## src/hdl/clo_pkg.sv

```systemverilog
// constants and types for the charge level optimizer
// assumes one 20 MHz clock and a classic wishbone register bus
package clo_pkg;

  // ----------------------------------------------------------------
  // register indices (byte address is four times the index)
  // ----------------------------------------------------------------
  localparam logic [5:0] CLO_IDX_PROF_MSB = 6'h07;
  localparam logic [5:0] CLO_IDX_CMD = 6'h08;
  localparam logic [5:0] CLO_IDX_SET1 = 6'h09;
  localparam logic [5:0] CLO_IDX_SET5 = 6'h12;
  localparam logic [5:0] CLO_IDX_SET6 = 6'h13;
  localparam logic [5:0] CLO_IDX_STAT = 6'h14;

  // ----------------------------------------------------------------
  // field positions
  // ----------------------------------------------------------------
  localparam int CLO_CMD_EOD = 0;
  localparam int CLO_CMD_ECM = 1;
  localparam int CLO_CMD_ACT = 2;
  localparam int CLO_CMD_RSTPF = 3;
  localparam int CLO_CMD_PROF_LSB = 4;
  localparam int CLO_SET1_VFIX_LSB = 4;
  localparam int CLO_SET5_VCAPMAX = 4;
  localparam int CLO_STAT_STATE_LSB = 4;

  // ----------------------------------------------------------------
  // values after reset
  // ----------------------------------------------------------------
  localparam logic [5:0] CLO_PROF_RST = 6'h01;
  localparam logic [1:0] CLO_MARG_RST = 2'h3;
  localparam logic CLO_VCAPMAX_RST = 1'b1;
  localparam logic [3:0] CLO_VFIX_RST = 4'h0;
  localparam logic [1:0] CLO_MODE_RST = 2'h0;

  // ----------------------------------------------------------------
  // level codes and comparison bands
  // ----------------------------------------------------------------
  localparam logic [3:0] CLO_VOPT_MAX_HI = 4'hf;
  localparam logic [3:0] CLO_VOPT_MAX_LO = 4'hb;
  localparam logic [3:0] CLO_VOPT_MIN = 4'h0;
  localparam logic [4:0] CLO_MARG_BASE = 5'h02;
  localparam logic [4:0] CLO_HOLD_BAND = 5'h01;
  localparam logic [4:0] CLO_FAR_GAP = 5'h04;

  typedef enum logic [1:0] {
    CLO_ST_STANDBY,
    CLO_ST_CHARGE,
    CLO_ST_ACTIVE,
    CLO_ST_UPDATE
  } clo_state_t;

endpackage : clo_pkg

```

## src/hdl/clo_sync.sv

```systemverilog
// three-stage synchroniser for one pin level
// assumes the pin is asynchronous to i_mclk
`timescale 1ns/10ps
`default_nettype none
module clo_sync (
  input wire logic i_mclk,
  input wire logic i_sys_rst,
  input wire logic i_pin,
  output logic o_level
);
  import clo_pkg::*;

  logic s1_q;
  logic s2_q;
  logic s3_q;

  always_ff @(posedge i_mclk or posedge i_sys_rst) begin
    if (i_sys_rst) begin
      s1_q <= 1'b0;
      s2_q <= 1'b0;
      s3_q <= 1'b0;
    end else begin
      s1_q <= i_pin;
      s2_q <= s1_q;
      s3_q <= s2_q;
    end
  end

  // level moves only once stages two and three agree
  always_ff @(posedge i_mclk or posedge i_sys_rst) begin
    if (i_sys_rst) begin
      o_level <= 1'b0;
    end else if (s2_q == s3_q) begin
      o_level <= s3_q;
    end
  end
endmodule : clo_sync
`default_nettype wire

```

## src/hdl/clo_step.sv

```systemverilog
// next target code from leftover capacitor level and margin
// assumes the capacitor code is on the same clock
`timescale 1ns/10ps
`default_nettype none
module clo_step (
  input wire logic [3:0] i_code,
  input wire logic [4:0] i_vcap,
  input wire logic [1:0] i_marg,
  output logic [3:0] o_next
);
  import clo_pkg::*;

  logic [4:0] thr;
  logic [4:0] gap;

  always_comb begin
    thr = CLO_MARG_BASE + {3'h0, i_marg};
    gap = thr - i_vcap;
    o_next = i_code;
    if (i_vcap > thr + CLO_HOLD_BAND) begin
      // one step down
      if (i_code != CLO_VOPT_MIN) begin
        o_next = i_code - 4'h1;
      end
    end else if (i_vcap < thr) begin
      // below threshold, raise
      // far below, two up
      if (gap >= CLO_FAR_GAP) begin
        o_next = (i_code >= 4'he) ? 4'hf : i_code + 4'h2;
      end else begin
        // moderate, one up
        o_next = (i_code == 4'hf) ? 4'hf : i_code + 4'h1;
      end
    end
    // within band: no change
  end
endmodule : clo_step
`default_nettype wire

```

## src/hdl/clo_core.sv

```systemverilog
// charge level optimizer with wishbone register slave
// assumes converter sequencing on i_mclk and an async start pin
//
// Summary of operation
// one stored target code per profile; selected profile's code is the target
// profile zero: no learning, charge to the fixed level
// a new profile starts at the max level chosen by vcapmax
// on-demand cycle starts from the command bit or start pin
// charging done leads into the active cycle
// end of active cycle compares leftover level with margin threshold
// above threshold: target code down by one; code leaves it unchanged at threshold plus one
// below threshold: target code up by one or more
// far below threshold: target code up by two
// moderately below threshold: target code up by one
// at threshold: target code unchanged
// profile init after power-on or on profile reset write
// margin resets to its highest code
// selected profile resets to profile one
// learned profile charges to its stored target code
// one update per active cycle, sampled on leaving active
//
// Our own choices: the placing of the registers and the Wishbone register port.
`timescale 1ns/10ps
`default_nettype none
module clo_core (
  input wire logic i_mclk,
  input wire logic i_sys_rst,
  input wire logic i_wb_cyc,
  input wire logic i_wb_stb,
  input wire logic i_wb_we,
  input wire logic [7:0] i_wb_adr,
  input wire logic [3:0] i_wb_sel,
  input wire logic [31:0] i_wb_dat,
  output logic [31:0] o_wb_dat,
  output logic o_wb_ack,
  input wire logic i_start_pin,
  input wire logic i_charge_done,
  input wire logic i_active_end,
  input wire logic [4:0] i_vcap_code,
  output logic o_charge_en,
  output logic o_active_en,
  output logic [3:0] o_target_code
);
  import clo_pkg::*;

  // ----------------------------------------------------------------
  // declarations
  // ----------------------------------------------------------------
  clo_state_t state_q;
  logic ack_q;
  logic [31:0] rdat_q;
  logic [5:0] prof_q;
  logic [1:0] mode_q;
  logic [3:0] vfix_q;
  logic vcapmax_q;
  logic [1:0] marg_q;
  logic [3:0] vopt_mem [0:63];
  logic [63:0] learned_q;
  logic [5:0] cyc_prof_q;
  logic [4:0] vcap_q;
  logic start_lvl;
  logic start_lvl_q;
  logic start_req;
  logic eod_wr;
  logic rstpf_wr;
  logic wr_en;
  logic rd_en;
  logic [5:0] idx;
  logic [7:0] wbyte;
  logic [3:0] max_code;
  logic [3:0] cyc_code;
  logic [3:0] sel_code;
  logic [3:0] next_code;
  logic [5:0] rst_prof;

  // ----------------------------------------------------------------
  // decode helpers
  // ----------------------------------------------------------------
  // unlearned profiles read the selected max level
  function automatic logic [3:0] code_of(
    input logic seen,
    input logic [3:0] stored,
    input logic [3:0] fallback
  );
    return seen ? stored : fallback;
  endfunction : code_of

  // a zero nibble in the reset write names the current profile
  function automatic logic [5:0] reset_slot(
    input logic [5:0] cur,
    input logic [3:0] nib
  );
    if (nib == 4'h0) begin
      return cur;
    end
    return {cur[5:4], nib};
  endfunction : reset_slot

  // ----------------------------------------------------------------
  // register bus decode
  // ----------------------------------------------------------------
  assign idx = i_wb_adr[7:2];
  assign wbyte = i_wb_dat[7:0];
  assign wr_en = i_wb_cyc && i_wb_stb && i_wb_we && !ack_q && i_wb_sel[0];
  assign rd_en = i_wb_cyc && i_wb_stb && !i_wb_we && !ack_q;
  assign eod_wr = wr_en && (idx == CLO_IDX_CMD) && wbyte[CLO_CMD_EOD];
  assign rstpf_wr = wr_en && (idx == CLO_IDX_CMD) && wbyte[CLO_CMD_RSTPF];
  assign o_wb_ack = ack_q;
  assign o_wb_dat = rdat_q;

  // one ack per access, dropped the cycle after
  // no wait states: ack follows the edge that takes the request
  always_ff @(posedge i_mclk or posedge i_sys_rst) begin
    if (i_sys_rst) begin
      ack_q <= 1'b0;
    end else begin
      ack_q <= i_wb_cyc && i_wb_stb && !ack_q;
    end
  end

  // ----------------------------------------------------------------
  // configuration registers
  // ----------------------------------------------------------------
  always_ff @(posedge i_mclk or posedge i_sys_rst) begin
    if (i_sys_rst) begin
      // profile one after power-on
      prof_q <= CLO_PROF_RST;
      mode_q <= CLO_MODE_RST;
      vfix_q <= CLO_VFIX_RST;
      vcapmax_q <= CLO_VCAPMAX_RST;
      // highest margin code
      marg_q <= CLO_MARG_RST;
    end else if (wr_en) begin
      case (idx)
        CLO_IDX_PROF_MSB: prof_q[5:4] <= wbyte[1:0];
        CLO_IDX_CMD: begin
          prof_q[3:0] <= wbyte[CLO_CMD_PROF_LSB +: 4];
          mode_q <= wbyte[CLO_CMD_ACT:CLO_CMD_ECM];
        end
        CLO_IDX_SET1: vfix_q <= wbyte[CLO_SET1_VFIX_LSB +: 4];
        CLO_IDX_SET5: vcapmax_q <= wbyte[CLO_SET5_VCAPMAX];
        CLO_IDX_SET6: marg_q <= wbyte[1:0];
        default: ;
      endcase
    end
  end

  // ----------------------------------------------------------------
  // read data, unmapped reads return zero
  // ----------------------------------------------------------------
  always_ff @(posedge i_mclk or posedge i_sys_rst) begin
    if (i_sys_rst) begin
      rdat_q <= 32'h0;
    end else if (rd_en) begin
      rdat_q <= 32'h0;
      case (idx)
        CLO_IDX_PROF_MSB: rdat_q[1:0] <= prof_q[5:4];
        CLO_IDX_CMD: begin
          rdat_q[CLO_CMD_PROF_LSB +: 4] <= prof_q[3:0];
          rdat_q[CLO_CMD_ACT:CLO_CMD_ECM] <= mode_q;
        end
        CLO_IDX_SET1: rdat_q[CLO_SET1_VFIX_LSB +: 4] <= vfix_q;
        CLO_IDX_SET5: rdat_q[CLO_SET5_VCAPMAX] <= vcapmax_q;
        CLO_IDX_SET6: rdat_q[1:0] <= marg_q;
        CLO_IDX_STAT: begin
          rdat_q[CLO_STAT_STATE_LSB +: 2] <= state_q;
          rdat_q[3:0] <= sel_code;
        end
        default: ;
      endcase
    end
  end

  // ----------------------------------------------------------------
  // start pin
  // ----------------------------------------------------------------
  clo_sync u_start_sync (
    .i_mclk(i_mclk),
    .i_sys_rst(i_sys_rst),
    .i_pin(i_start_pin),
    .o_level(start_lvl)
  );

  always_ff @(posedge i_mclk or posedge i_sys_rst) begin
    if (i_sys_rst) begin
      start_lvl_q <= 1'b0;
    end else begin
      start_lvl_q <= start_lvl;
    end
  end

  // command bit or pin edge
  assign start_req = eod_wr || (start_lvl && !start_lvl_q);

  // ----------------------------------------------------------------
  // profile store
  // ----------------------------------------------------------------
  // fresh profile begins at the selected max level
  assign max_code = vcapmax_q ? CLO_VOPT_MAX_HI : CLO_VOPT_MAX_LO;
  // stored code of the selected profile
  assign sel_code = code_of(learned_q[prof_q], vopt_mem[prof_q], max_code);
  assign cyc_code = code_of(learned_q[cyc_prof_q], vopt_mem[cyc_prof_q],
    max_code);
  assign rst_prof = reset_slot(prof_q, wbyte[CLO_CMD_PROF_LSB +: 4]);

  // power-on and profile reset both forget the profile
  always_ff @(posedge i_mclk or posedge i_sys_rst) begin
    if (i_sys_rst) begin
      learned_q <= 64'h0;
    end else begin
      // a reset of another profile must not be lost to an update
      if (rstpf_wr) begin
        learned_q[rst_prof] <= 1'b0;
      end
      // later assignment: an update of the same profile wins
      if (state_q == CLO_ST_UPDATE && cyc_prof_q != 6'h0) begin
        learned_q[cyc_prof_q] <= 1'b1;
      end
    end
  end

  // no reset: an entry is read only once its profile is learned
  // written once, in the update state only
  always_ff @(posedge i_mclk) begin
    if (state_q == CLO_ST_UPDATE && cyc_prof_q != 6'h0) begin
      vopt_mem[cyc_prof_q] <= next_code;
    end
  end

  clo_step u_step (
    .i_code(cyc_code),
    .i_vcap(vcap_q),
    .i_marg(marg_q),
    .o_next(next_code)
  );

  // ----------------------------------------------------------------
  // sequencing
  // ----------------------------------------------------------------
  always_ff @(posedge i_mclk or posedge i_sys_rst) begin
    if (i_sys_rst) begin
      state_q <= CLO_ST_STANDBY;
    end else begin
      case (state_q)
        CLO_ST_STANDBY: begin
          // begin charging
          if (start_req) begin
            state_q <= CLO_ST_CHARGE;
          end
        end
        CLO_ST_CHARGE: begin
          // charged, supply the load
          if (i_charge_done) begin
            state_q <= CLO_ST_ACTIVE;
          end
        end
        CLO_ST_ACTIVE: begin
          // leave once the load cycle ends
          if (i_active_end) begin
            state_q <= CLO_ST_UPDATE;
          end
        end
        CLO_ST_UPDATE: begin
          // one cycle for the single store write
          state_q <= CLO_ST_STANDBY;
        end
        default: state_q <= CLO_ST_STANDBY;
      endcase
    end
  end

  // profile held for the whole cycle so a mid-cycle write is safe
  always_ff @(posedge i_mclk or posedge i_sys_rst) begin
    if (i_sys_rst) begin
      cyc_prof_q <= CLO_PROF_RST;
    end else if (state_q == CLO_ST_STANDBY && start_req) begin
      // a start write may also select the profile
      cyc_prof_q <= eod_wr ? {prof_q[5:4], wbyte[CLO_CMD_PROF_LSB +: 4]} :
        prof_q;
    end
  end

  // leftover level sampled as active ends
  always_ff @(posedge i_mclk or posedge i_sys_rst) begin
    if (i_sys_rst) begin
      vcap_q <= 5'h0;
    end else if (state_q == CLO_ST_ACTIVE && i_active_end) begin
      vcap_q <= i_vcap_code;
    end
  end

  // ----------------------------------------------------------------
  // converter controls
  // ----------------------------------------------------------------
  always_ff @(posedge i_mclk or posedge i_sys_rst) begin
    if (i_sys_rst) begin
      o_target_code <= CLO_VFIX_RST;
    end else if (cyc_prof_q == 6'h0) begin
      // fixed level, nothing learned
      o_target_code <= vfix_q;
    end else begin
      // learned target for the charge
      o_target_code <= cyc_code;
    end
  end

  assign o_charge_en = (state_q == CLO_ST_CHARGE);
  assign o_active_en = (state_q == CLO_ST_ACTIVE);

endmodule : clo_core
`default_nettype wire

```

## config.mk

```make
export PLATFORM = sky130hd
export DESIGN_NAME = clo_core
export DESIGN_NICKNAME = d
export VERILOG_FILES = /design/src/hdl/clo_pkg.sv /design/src/hdl/clo_sync.sv /design/src/hdl/clo_step.sv /design/src/hdl/clo_core.sv
export SDC_FILE = /design/constraint.sdc
export NUM_CORES = 1
export LEC_CHECK = 0
export ABC_AREA = 1
export BUFFER_PORTS_ARGS = -buffer_cell sky130_fd_sc_hd__buf_4
export CAP_MARGIN = 20
export CELL_PAD_IN_SITES_DETAIL_PLACEMENT = 1
export CELL_PAD_IN_SITES_GLOBAL_PLACEMENT = 1
export CORE_MARGIN = 5
export CORE_UTILIZATION = 30
export DETAILED_ROUTE_END_ITERATION = 12
export PLACE_DENSITY_LB_ADDON = 0.1
export SYNTH_ARGS = -nofsm -noshare
export SYNTH_HDL_FRONTEND = slang
export SYNTH_SLANG_ARGS = --single-unit
export TNS_END_PERCENT = 5
```

## constraint.sdc

```tcl
create_clock -name i_mclk -period 3.8 [get_ports i_mclk]
set_clock_uncertainty 0.2 [all_clocks]
set_input_delay 0.19 -clock i_mclk [delete_from_list [all_inputs] [get_ports i_mclk]]
set_output_delay 0.19 -clock i_mclk [all_outputs]
set_load 0.01 [all_outputs]
```

==> out/qor.csv <==
stage;metric;value;unit
yosys;mappedNetlistArea;20400;um^2
critical_path;setup.worst_path.start_class;register;
job;drv.max_cap_violation_count;0;
power;power.total;30780;uW
outcome;run_status;complete, no violations;
global_routing;grt.busiest_layer;met2;
sta;postLayoutSetupSlackWorst;0.06159;ns
routing;final_antenna_net_count;0;
yosys;syn_avg_cell_area;8.081;um^2
sta;final_hold_viol_count;0;
floorplanning;fp.dieArea;73300;um^2
yosys;synth_top_area_cell;edfxtp_1;
global_routing;grt_pass1_vias;19260;
critical_path;critical_path_arrival;3.86;ns
global_routing;initial_antenna_violation_count;2;
global_routing;grt_pass1_wl;125.8;mm
cells_and_area;layout-area-overhead-vs-synth;25.86;%
global_routing;groute.layer.met3.usage;2.383;%
critical_path;critical_path.endpoint;vopt_mem[49][1];
clocking;clock_tree.root_cell;clkbuf_16;
sta;max_slew.worst_pin.slew;0.8536;ns
critical_path;r2r_setup_slack;0.06;ns
sta;maximum_clock_rate;267.5;MHz
sta;slew_headroom;42.95;%
clocking;path_clk_slew;0.06;ns
placed_design;post-dp-hpwl;55.74;mm
yosys;yosysSeqAreaShare;51.22;%
yosys;synth.mux.area_fraction;0.05521;%
critical_path;cells_along_the_critical_path;buf_12, clkbuf_16, clkbuf_16, nand2_1, nand3_1, nand2_2, nor2_2, nor2_1, nor2_1, nand2_1, nor2_4, nand2_4, inv_4, ha_4, inv_2, nor3_4, nor2_4, nand2_2, nand3_4, buf_12, clkbuf_16;
critical_path;critical_path_class;reg2reg;
power;power.density;1199;nW/um^2
yosys;synth_top_family_by_area;simple AND/OR/NAND/NOR gates;
routing;drt-total-wl;87.75;mm
global_routing;grt_max_degree;101;
yosys;netlist-cell-type-count;49;
placed_design;detailedPlace.worstSlack;-0.2263;ns
cells_and_area;final.fill_count;7863;
yosys;dominantRegCellSynth;edfxtp_1;
yosys;synth_compound_area_share;15.52;%
yosys;synth.top_cell.area_share;37.69;%
yosys;post_synthesis_share_of_cell_area_spent_on_xor_and_xnor_gates;0.1718;%
critical_path;setup.worst_path.end_class;register;
routing;detail_route.wl_per_cell;24.34;um
cells_and_area;final_util;38.16;%
cells_and_area;final_layout_net_count;2771;
critical_path;worstSetupStartpoint;cyc_prof_q[0];
routing;detailroute.via_count;18780;
sta;worst_hold_slack;0.04353;ns
routing;route.detailed.drc;0;
critical_path;critical-path-slowest-cell;dfstp_4;
cells_and_area;sequential_cell_area;10460;um^2
clocking;clkLatencyLatePin;0.59;ns
yosys;synth.area.top_cells;edfxtp_1 38%, dfrtp_1 13%, nand2_1 12%;
routing;initialDrtViolationCount;1505;
yosys;number_of_synthesized_register_bits;366;
floorplanning;floorplan.initialDensity;30.32;%
cells_and_area;antenna-diode-count;0;
clocking;numCtsBuffers;46;
cells_and_area;multi_input_comb_area;8348;um^2
sta;period_share;98.38;%
yosys;syn-instance-count;2524;
clocking;cts_tree;yes;
power;peakVddDrop;1.683;mV
placed_design;buffer_ports.inserted;42;
floorplanning;top_level_ports;96;
critical_path;startpoint_of_the_most_critical_register_to_register_path;cyc_prof_q[0];
yosys;synth_async_sr_flop_share;30.05;%
yosys;synthSimpleGateAreaFrac;21.85;%
critical_path;critical_path_peak_fanout;8;
power;leakage;0.01080;uW
global_routing;grt_overflow_total;0;
critical_path;capture_point_of_the_worst_reg_to_reg_path;vopt_mem[49][1];
global_routing;met1_usage;31.89;%
yosys;ys.warnings.count;0;
critical_path;timing.critical_path.required;3.92;ns
yosys;synth_edf_count;256;
sta;time_the_worst_path_needs_with_i_o_delays_and_setup;3.738;ns
global_routing;met2_routing_resource_usage_after_global_routing;37.43;%
clocking;clk_path_buf_depth;3;
clocking;cts_max_level;2;
floorplanning;die_y;270.7;um
routing;detailedRoute.firstPassIterationCount;7;
sta;finalMaxSlewViolations;0;
floorplanning;fp.coreArea;67280;um^2
placed_design;final_weighted_congestion_in_routability_driven_placement;0.8314;
sta;rsz_0062_raised_after_global_routing;true;
clocking;cts.sinks;366;
floorplanning;rows;95;
critical_path;ff2ff_path_depth;21;
floorplanning;floorplan.die.width;270.7;um
sta;final_report_setup_violation_count;0;
critical_path;worst_path_largest_cell_delay;0.67;ns
global_routing;grt_use_total;22.60;%
cells_and_area;drive_gt1_share;14.75;%
min_path;worst_hold_check_path_type;in2reg;
critical_path;timing.critical_path.mode_cell;clkbuf_16;
routing;vias_per_cell;5.211;
yosys;synth-adder-area-share;1.251;%
cells in the mapped netlist (3+ instances only):
library cell / instances
a21oi_1: 156
a31oi_1: 3
buf_1: 23
buf_2: 44
buf_4: 34
buf_6: 14
clkbuf_1: 47
dfrtp_1: 105
dfstp_2: 5
edfxtp_1: 256
ha_1: 18
inv_1: 291
inv_2: 6
nand2_1: 643
nand2_4: 3
nand3_1: 198
nand4_1: 7
nor2_1: 175
nor2_4: 4
nor3_1: 3
nor3_2: 5
nor4_1: 3
o211ai_1: 36
o21ai_0: 380
o21ai_1: 21
o221ai_1: 3
or2_2: 9
xor2_1: 3
flip-flops by register name, indices dropped and copies added (netlist names), 2 cells and up:
| signal | flops |
|---|---|
| learned_q | 64 |
| marg_q | 2 |
| prof_q | 6 |
| o_wb_dat | 8 |
| mode_q | 2 |
| cyc_prof_q | 6 |
| vfix_q | 4 |
| vcap_q | 5 |
| state_q | 2 |
| vopt_mem | 256 |
| o_target_code | 4 |
cell families after synthesis:
family                   after synthesis
flip-flops                           366
adder cells (fa/ha/maj)               20
buffers and inverters                461
multiplexers                           1
AND/OR/NAND/NOR                     1064
other                                  1
XOR/XNOR                               4
AO/OA/AOI/OAI                        607
worst min-delay path by stage:
stage	startpoint	to	slack (ns)	cells after the start
final	i_start_pin	u_start_sync.s1_q	0.04	2
after global placement	i_start_pin	u_start_sync.s1_q	0.10	1
after global routing	i_start_pin	u_start_sync.s1_q	0.03	2
after CTS	i_wb_sel[0]	marg_q[0]	0.003	7
after detailed placement	i_start_pin	u_start_sync.s1_q	0.10	1
after floorplan	i_start_pin	u_start_sync.s1_q	0.02	0
power by group:
part	switching [uW]	internal (uW)	leakage (uW)	total [uW]
sequential	161	7870	0.00345	8030
combinational	11100	6640	0.00651	17700
clock	1860	3140	0.000832	5000
critical path, delay by kind of cell (launching register included):
kind,cells,cell delay (ns)
adders and majority gates,1,0.14
and+or+nand+nor,13,1.45
buffers and inverters,7,0.98
DFF,1,0.67
layer usage:
| layer | up-vias | part of all wire, % |
|---|---|---|
| li1 | 8711 | - |
| met1 | 9490 | 46 |
| met2 | 464 | 47 |
| met3 | 119 | 4.6 |
| met4 | 0 | 2.6 |
| met5 | - | 0 |
stage by stage:
| stage | instances | TNS (ns) | instance area, um^2 |
|---|---|---|---|
| after CTS | 3570 | 0 | 24830 |
| after global routing | 3605 | -2.311 | 25670 |
| after floorplan | 2551 | -5.076 | 20500 |
| after detailed placement | 3431 | -48.39 | 22360 |
| after global placement | 3431 | -37.48 | 22360 |
| final | 3605 | 0 | 25670 |
final cells by class:
type / count / share of cell area [%]
Sequential cell: 366 / 40.75
Multi-Input combinational cell: 1725 / 32.52
Timing Repair Buffer: 257 / 11.34
Clock buffer: 49 / 4.777
Inverter: 299 / 4.469
Tap cell: 873 / 4.255
Clock inverter: 36 / 1.896
timing repair:
action                     4_1_cts  5_1_grt
setup endpoints to repair      253      244
pin swaps                        8       41
hold endpoints to repair        89        0
gates resized for setup         28       91
hold buffers                    43        0
buffers inserted                 6       17
cloned                           5       19
placed cells by master, fill, tap and decap left out, types with 13 or more instances in the layout:
master         synthesis  routed
conb_1                 1      28
o211ai_1              36      36
o21ai_1               21      25
edfxtp_1             256     256
buf_4                 34     147
clkbuf_16              0      61
nand2_2                1      19
dfrtp_1              105     102
o21ai_0              380     370
inv_1                291     286
a21oi_1              156     155
nor2_1               175     161
ha_1                  18      15
nand3_1              198     184
dlygate4sd3_1          0      43
buf_12                 0      34
nand3_2                1      13
nand2_1              643     620
Power figures use the tool's default switching activity.
